**src/design/slrf_pkg.sv**
```systemverilog
// Package for the status-line direction and radio-flag block.
// Assumes a single 125 MHz clock domain with synchronous active-low reset.
package slrf_pkg;
  localparam int          SLRF_LINES      = 8;
  localparam int          SLRF_BANK       = 4;
  localparam int          SLRF_LOW_LSB    = 0;
  localparam int          SLRF_HIGH_LSB   = 4;
  localparam logic [7:0]  SLRF_OUT_RESET  = 8'h00;
  localparam logic [7:0]  SLRF_IN_RESET   = 8'h00;
  localparam logic [2:0]  SLRF_SYNC_RESET = 3'h3;
  localparam int          SLRF_SYNC_DEPTH = 3;
  localparam logic        SLRF_DIR_RESET  = 1'b1;
endpackage : slrf_pkg

```
**src/design/slrf_status_lines.sv**
```systemverilog
// Status-line direction control, output latching and radio flag pins.
// Assumes the radio core supplies same-clock pulses and levels; status-line and strap pins other than toggle_select are synchronised here.
`timescale 1ns/1ps
module slrf_status_lines
  import slrf_pkg::*;
#(
  parameter int N = SLRF_LINES
) (
  // Clock, reset and clock enable.
  input  wire logic         mclk,
  input  wire logic         rst_n,
  input  wire logic         clk_en,
  // Strapping pins.
  input  wire logic         low_bank_direction,
  input  wire logic         high_bank_direction,
  input  wire logic         toggle_select,
  input  wire logic         ack_reply_enable,
  // Status line pins.
  input  wire logic [N-1:0] status_lines_in,
  output logic      [N-1:0] status_lines_out,
  output logic      [N-1:0] status_lines_oe_n,
  // Radio core side.
  input  wire logic         rf_transmitting,
  input  wire logic         rf_msg_valid,
  input  wire logic [N-1:0] rf_msg_lines,
  input  wire logic         rf_ack_received,
  input  wire logic         rf_control_sent,
  output logic      [N-1:0] rf_input_lines,
  output logic              rf_send_ack,
  // Radio flag pins.
  output logic              transmit_amp_enable,
  output logic              ack_received_ind
);

  // Status-line pin synchroniser and accepted input state.
  logic [N-1:0] line_level;
  logic [N-1:0] in_agree;
  logic [N-1:0] in_d;
  logic [N-1:0] in_q;

  // Strapping pin synchroniser and accepted levels.
  logic [2:0]   dir_pins;
  logic [2:0]   dir_level;
  logic [2:0]   dir_agree;
  logic         low_dir_d;
  logic         low_dir_q;
  logic         high_dir_d;
  logic         high_dir_q;
  logic         ackr_d;
  logic         ackr_q;

  // Output line state.
  logic [N-1:0] is_out;
  logic [N-1:0] toggled;
  logic [N-1:0] momentary;
  logic [N-1:0] out_d;
  logic [N-1:0] out_q;

  // Radio flags.
  logic         pa_d;
  logic         pa_q;
  logic         wait_ack_d;
  logic         wait_ack_q;
  logic         ack_d;
  logic         ack_q;
  logic         send_d;
  logic         send_q;

  // Lines whose bank direction pin reads low are outputs.
  assign is_out[SLRF_LOW_LSB +: SLRF_BANK]  = {SLRF_BANK{~low_dir_q}};
  assign is_out[SLRF_HIGH_LSB +: SLRF_BANK] = {SLRF_BANK{~high_dir_q}};

  // Both banks start as inputs so that no line is driven before the straps are known.
  assign dir_pins   = {ack_reply_enable, high_bank_direction, low_bank_direction};
  assign low_dir_d  = dir_agree[0] ? dir_level[0] : low_dir_q;
  assign high_dir_d = dir_agree[1] ? dir_level[1] : high_dir_q;
  assign ackr_d     = dir_agree[2] ? dir_level[2] : ackr_q;

  // Output lines read back as zero, so their own drive is reported only while the synchroniser still holds it after a bank turns to input.
  assign in_d = ((in_agree & line_level) | (~in_agree & in_q)) & ~is_out;

  // Latched outputs flip on each activation; momentary ones follow valid reception.
  assign toggled   = rf_msg_valid ? (out_q ^ rf_msg_lines) : out_q;
  assign momentary = rf_msg_valid ? rf_msg_lines : {N{1'b0}};
  assign out_d     = (toggle_select ? toggled : momentary) & is_out;

  assign pa_d = rf_transmitting;

  // A new control message rearms the indicator and wins over a reply in the same cycle.
  assign wait_ack_d = rf_control_sent | (wait_ack_q & ~rf_ack_received);
  assign ack_d      = rf_control_sent ? 1'b0 : (ack_q | (wait_ack_q & rf_ack_received));

  assign send_d = ackr_q & rf_msg_valid;

  slrf_sync3 #(
    .W    (N),
    .INIT (N'(SLRF_IN_RESET))
  ) line_sync (
    .mclk   (mclk),
    .rst_n  (rst_n),
    .clk_en (clk_en),
    .pin    (status_lines_in),
    .level  (line_level),
    .agree  (in_agree)
  );

  slrf_sync3 #(
    .W    (3),
    .INIT (SLRF_SYNC_RESET)
  ) strap_sync (
    .mclk   (mclk),
    .rst_n  (rst_n),
    .clk_en (clk_en),
    .pin    (dir_pins),
    .level  (dir_level),
    .agree  (dir_agree)
  );

  always_ff @(posedge mclk) begin
    if (!rst_n) begin
      in_q <= N'(SLRF_IN_RESET);
    end else if (clk_en) begin
      in_q <= in_d;
    end
  end

  always_ff @(posedge mclk) begin
    if (!rst_n) begin
      low_dir_q  <= SLRF_DIR_RESET;
      high_dir_q <= SLRF_DIR_RESET;
      ackr_q     <= 1'b0;
    end else if (clk_en) begin
      low_dir_q  <= low_dir_d;
      high_dir_q <= high_dir_d;
      ackr_q     <= ackr_d;
    end
  end

  always_ff @(posedge mclk) begin
    if (!rst_n) begin
      out_q <= N'(SLRF_OUT_RESET);
    end else if (clk_en) begin
      out_q <= out_d;
    end
  end

  always_ff @(posedge mclk) begin
    if (!rst_n) begin
      pa_q <= 1'b0;
    end else if (clk_en) begin
      pa_q <= pa_d;
    end
  end

  always_ff @(posedge mclk) begin
    if (!rst_n) begin
      wait_ack_q <= 1'b0;
    end else if (clk_en) begin
      wait_ack_q <= wait_ack_d;
    end
  end

  always_ff @(posedge mclk) begin
    if (!rst_n) begin
      ack_q <= 1'b0;
    end else if (clk_en) begin
      ack_q <= ack_d;
    end
  end

  always_ff @(posedge mclk) begin
    if (!rst_n) begin
      send_q <= 1'b0;
    end else if (clk_en) begin
      send_q <= send_d;
    end
  end

  assign status_lines_out    = out_q;
  assign status_lines_oe_n   = ~is_out;
  assign rf_input_lines      = in_q;
  assign rf_send_ack         = send_q;
  assign transmit_amp_enable = pa_q;
  assign ack_received_ind    = ack_q;

endmodule : slrf_status_lines

// Three-stage pin synchroniser; a level counts once stages two and three agree.
module slrf_sync3
  import slrf_pkg::*;
#(
  parameter int           W    = 1,
  parameter logic [W-1:0] INIT = '0
) (
  // Clock, reset and clock enable.
  input  wire logic         mclk,
  input  wire logic         rst_n,
  input  wire logic         clk_en,
  // Pin side.
  input  wire logic [W-1:0] pin,
  // Clock side.
  output logic      [W-1:0] level,
  output logic      [W-1:0] agree
);

  logic [W-1:0] s1_q;
  logic [W-1:0] s2_q;
  logic [W-1:0] s3_q;

  assign level = s2_q;
  assign agree = s2_q ~^ s3_q;

  always_ff @(posedge mclk) begin
    if (!rst_n) begin
      s1_q <= INIT;
      s2_q <= INIT;
      s3_q <= INIT;
    end else if (clk_en) begin
      s1_q <= pin;
      s2_q <= s1_q;
      s3_q <= s2_q;
    end
  end

endmodule : slrf_sync3

```
**config.mk**
```make
export PLATFORM = sky130hd
export DESIGN_NAME = slrf_status_lines
export DESIGN_NICKNAME = d
export VERILOG_FILES = /design/src/design/slrf_pkg.sv /design/src/design/slrf_status_lines.sv
export SDC_FILE = /design/constraint.sdc
export NUM_CORES = 1
export LEC_CHECK = 0
export BUFFER_PORTS_ARGS = -buffer_cell sky130_fd_sc_hd__buf_2
export CORE_MARGIN = 2
export CORE_UTILIZATION = 55
export DETAILED_ROUTE_END_ITERATION = 12
export HOLD_SLACK_MARGIN = 0.08
export PLACE_DENSITY = 0.81
export SETUP_SLACK_MARGIN = 0.1
export SLEW_MARGIN = 20
export SYNTH_ARGS = -nofsm -noshare
export SYNTH_HDL_FRONTEND = slang
export SYNTH_SLANG_ARGS = --single-unit
```
**constraint.sdc**
```tcl
create_clock -name mclk -period 1.7 [get_ports mclk]
set_input_delay 0.34 -clock mclk [delete_from_list [all_inputs] [get_ports mclk]]
set_output_delay 0.34 -clock mclk [all_outputs]
set_load 0.005 [all_outputs]
```
==> impl_metrics.yaml <==
clocking:
  clk_latency_ps: 300
  cts_buffers: 5
  holdBufCountCts: 0
  cts_tree: "done"
  clockRootBuffer: "clkbuf_8"
  post_cts_resized: 0
  cts_max_level: 2
  cts_setup_buffers: 0
  cts_buffer_depth: 2
  cts_sinks: 56
  clkTransAtPathRegs_ps: 90
synthesis:
  yosys_warnings: 0
  synth-seq-cells: 56
  synthArstFlopShare_pct: 0
  synthTopCellsByCount: "dfxtp_1, mux2i_1, nor2_1"
  synth_top_area_cell: "dfxtp_1"
  synth.distinct_cells: 23
  seq_area_frac_synth_pct: 46.4
  ys.flop_type: "dfxtp_1"
  netlist_top_cells_area: "dfxtp_1, mux2i_1, nor2_1"
  synth_edf_count: 0
  synth_most_common_cell: "dfxtp_1"
  synth_area_per_cell_um2: 9.74
  syn_nets: 275
  yosys.area.top_type_share_pct: 46.4
  syn_inst: 248
  netlist_area_um2: 2420
drt:
  vias: 1865
  drc_errors: 0
  detail-route-antenna-nets: 0
  routed_wl_um: 4450
  via_per_inst: 5.45
  drt_pass1_iterations: 4
  drt_first_iter_violations: 119
  wire_per_inst_um: 13.0
pwr:
  ir_drop_v: 0.000537
  cellPowerDensity_nw_per_um2: 849
  leakagePower_uw: 0.00118
worst_setup_path:
  startpoint_type: "flop"
  crit_required_ps: 1360
  arrival_ps: 950
  worstPathMaxFanout: 10
  reg2reg_depth: 3
  crit_family: "flip-flops"
  crit_slowest_cell: "dfxtp_1"
  crit_path_end_kind: "primary output"
  crit_type: "reg2out"
  cp_num_cells: 1
  path_cells: "buf_2"
  critPathMaxStageDelay_ps: 480
  cp_num_buf_inv: 1
placement:
  placed_area_um2: 2610
  numPortBuffers: 53
  gp_congestion: 0.738
  hpwl_um: 3100
  pre_cts_ws_ps: 300
timing:
  fin_hold_ws_ps: 251
  post-route-period-util_pct: 75.7
  slew_headroom_pct: 75.9
  fin_crit_ps: 1290
  slew_violations: 0
  fin_skew_ps: 5.69
  worstMarginPinSlew_ps: 361
  rsz0062_at_grt: "no"
  fmax_mhz: 777
  finalWorstSetupSlack_ps: 412
  tns_ps: 0
  finalSetupViolations: 0
  finalHoldViolations: 0
layout:
  final_area_um2: 2700
  final_nets: 317
  antenna_cells: 0
  num-fill-cells: 375
  area_delta_synth_final_pct: 11.9
  drive_above_1_share_pct: 23.4
run:
  maxCapViolCount: 0
global_route:
  grt_pass1_vias: 1712
  grt_max_degree: 36
  grt-ovfl-total: 0
  antenna_found_initial: 0
  grt_usage_pct: 19.1
  grt_pass1_wl_um: 7600
floorplanning:
  die_height_um: 70.3
  dieArea_um2: 4940
  coreArea_um2: 4290
  io_pins: 54
  die_x_um: 70.3
  rows: 24
  start_util_pct: 56.3
hold_path:
  whs_path_depth: 3
  hold_class: "in2reg"
outcome:
  status: "finished clean"
cell usage in the layout (no fill, tap or decap), types with 2 or more instances in the layout:
cell,n
dfxtp_1,56
buf_2,53
clkbuf_8,7
o31a_1,8
nor2_1,29
o21ai_0,4
nor2b_1,8
nand2b_1,4
nand2_1,27
inv_1,2
buf_4,6
a211oi_1,8
and4b_1,8
a31oi_1,9
nand4_1,8
mux2i_1,33
buf_12,2
a21oi_1,8
o211ai_1,8
where the power goes:
group	total, uW	switching [uW]	internal, uW
logic	175	94.0	80.5
clock network	757	394	363
registers	1360	21.2	1340
total	2300	509	1790
layer usage:
metal  GRT usage (%)  wire length [um]  vias up
li1                -                 -      955
met1            24.0              2030      855
met2            30.7              2110       48
met3            5.63               234        7
met4            7.48                69        0
met5               0                 0        -
area by class of cell:
| class | instances | area, um^2 | area share (%) |
|---|---|---|---|
| multi-input combinational | 164 | 1060 | 39.3 |
| inverter | 2 | 7.51 | 0.278 |
| tap | 52 | 65.1 | 2.41 |
| sequential | 56 | 1120 | 41.5 |
| clock buffer | 7 | 96.3 | 3.56 |
| timing repair buffer | 61 | 350 | 13.0 |
worst reg2reg max path, delay by kind of cell, from the launching register on:
family / cells / cell delay (ps)
DFF: 1 / 480
AOI/OAI and AO/OA: 2 / 350
and+or+nand+nor: 1 / 230
registers in the layout (all words and copies together) (netlist names):
signal,cells
strap_sync.s3_q,3
line_sync.s3_q,8
high_dir_q,1
wait_ack_q,1
line_sync.level,8
line_sync.s1_q,8
strap_sync.s1_q,3
low_dir_q,1
status_lines_out,8
strap_sync.level,3
ack_received_ind,1
ackr_q,1
rf_input_lines,8
rf_send_ack,1
transmit_amp_enable,1
through the flow:
step | total power (uW) | util (%) | instances
3_3_place_gp | 1570 | 60.7 | 335
3_5_place_dp | 1570 | 60.7 | 335
2_1_floorplan | 1530 | - | 248
6_report | 2300 | 63.0 | 342
4_1_cts | 2330 | 63.0 | 342
5_1_grt | 2390 | 63.0 | 342
cell families after synthesis:
group,after synthesis,synth area share [%]
and+or+nand+nor,86,17.7
DFF,56,46.4
AOI/OAI and AO/OA,45,12.7
muxes,33,13.7
buffers and inverters,28,9.58
path summary, 6_finish.rpt:
path / startpoint / slack [ps] / endpoint
max: low_dir_q / 410 / status_lines_oe_n[1]
min: low_bank_direction / 250 / strap_sync.s1_q[0]
max reg2reg: low_dir_q / 540 / status_lines_out[3]
min reg2reg: wait_ack_q / 460 / wait_ack_q
Note: power is estimated with default switching activity, not from simulation.
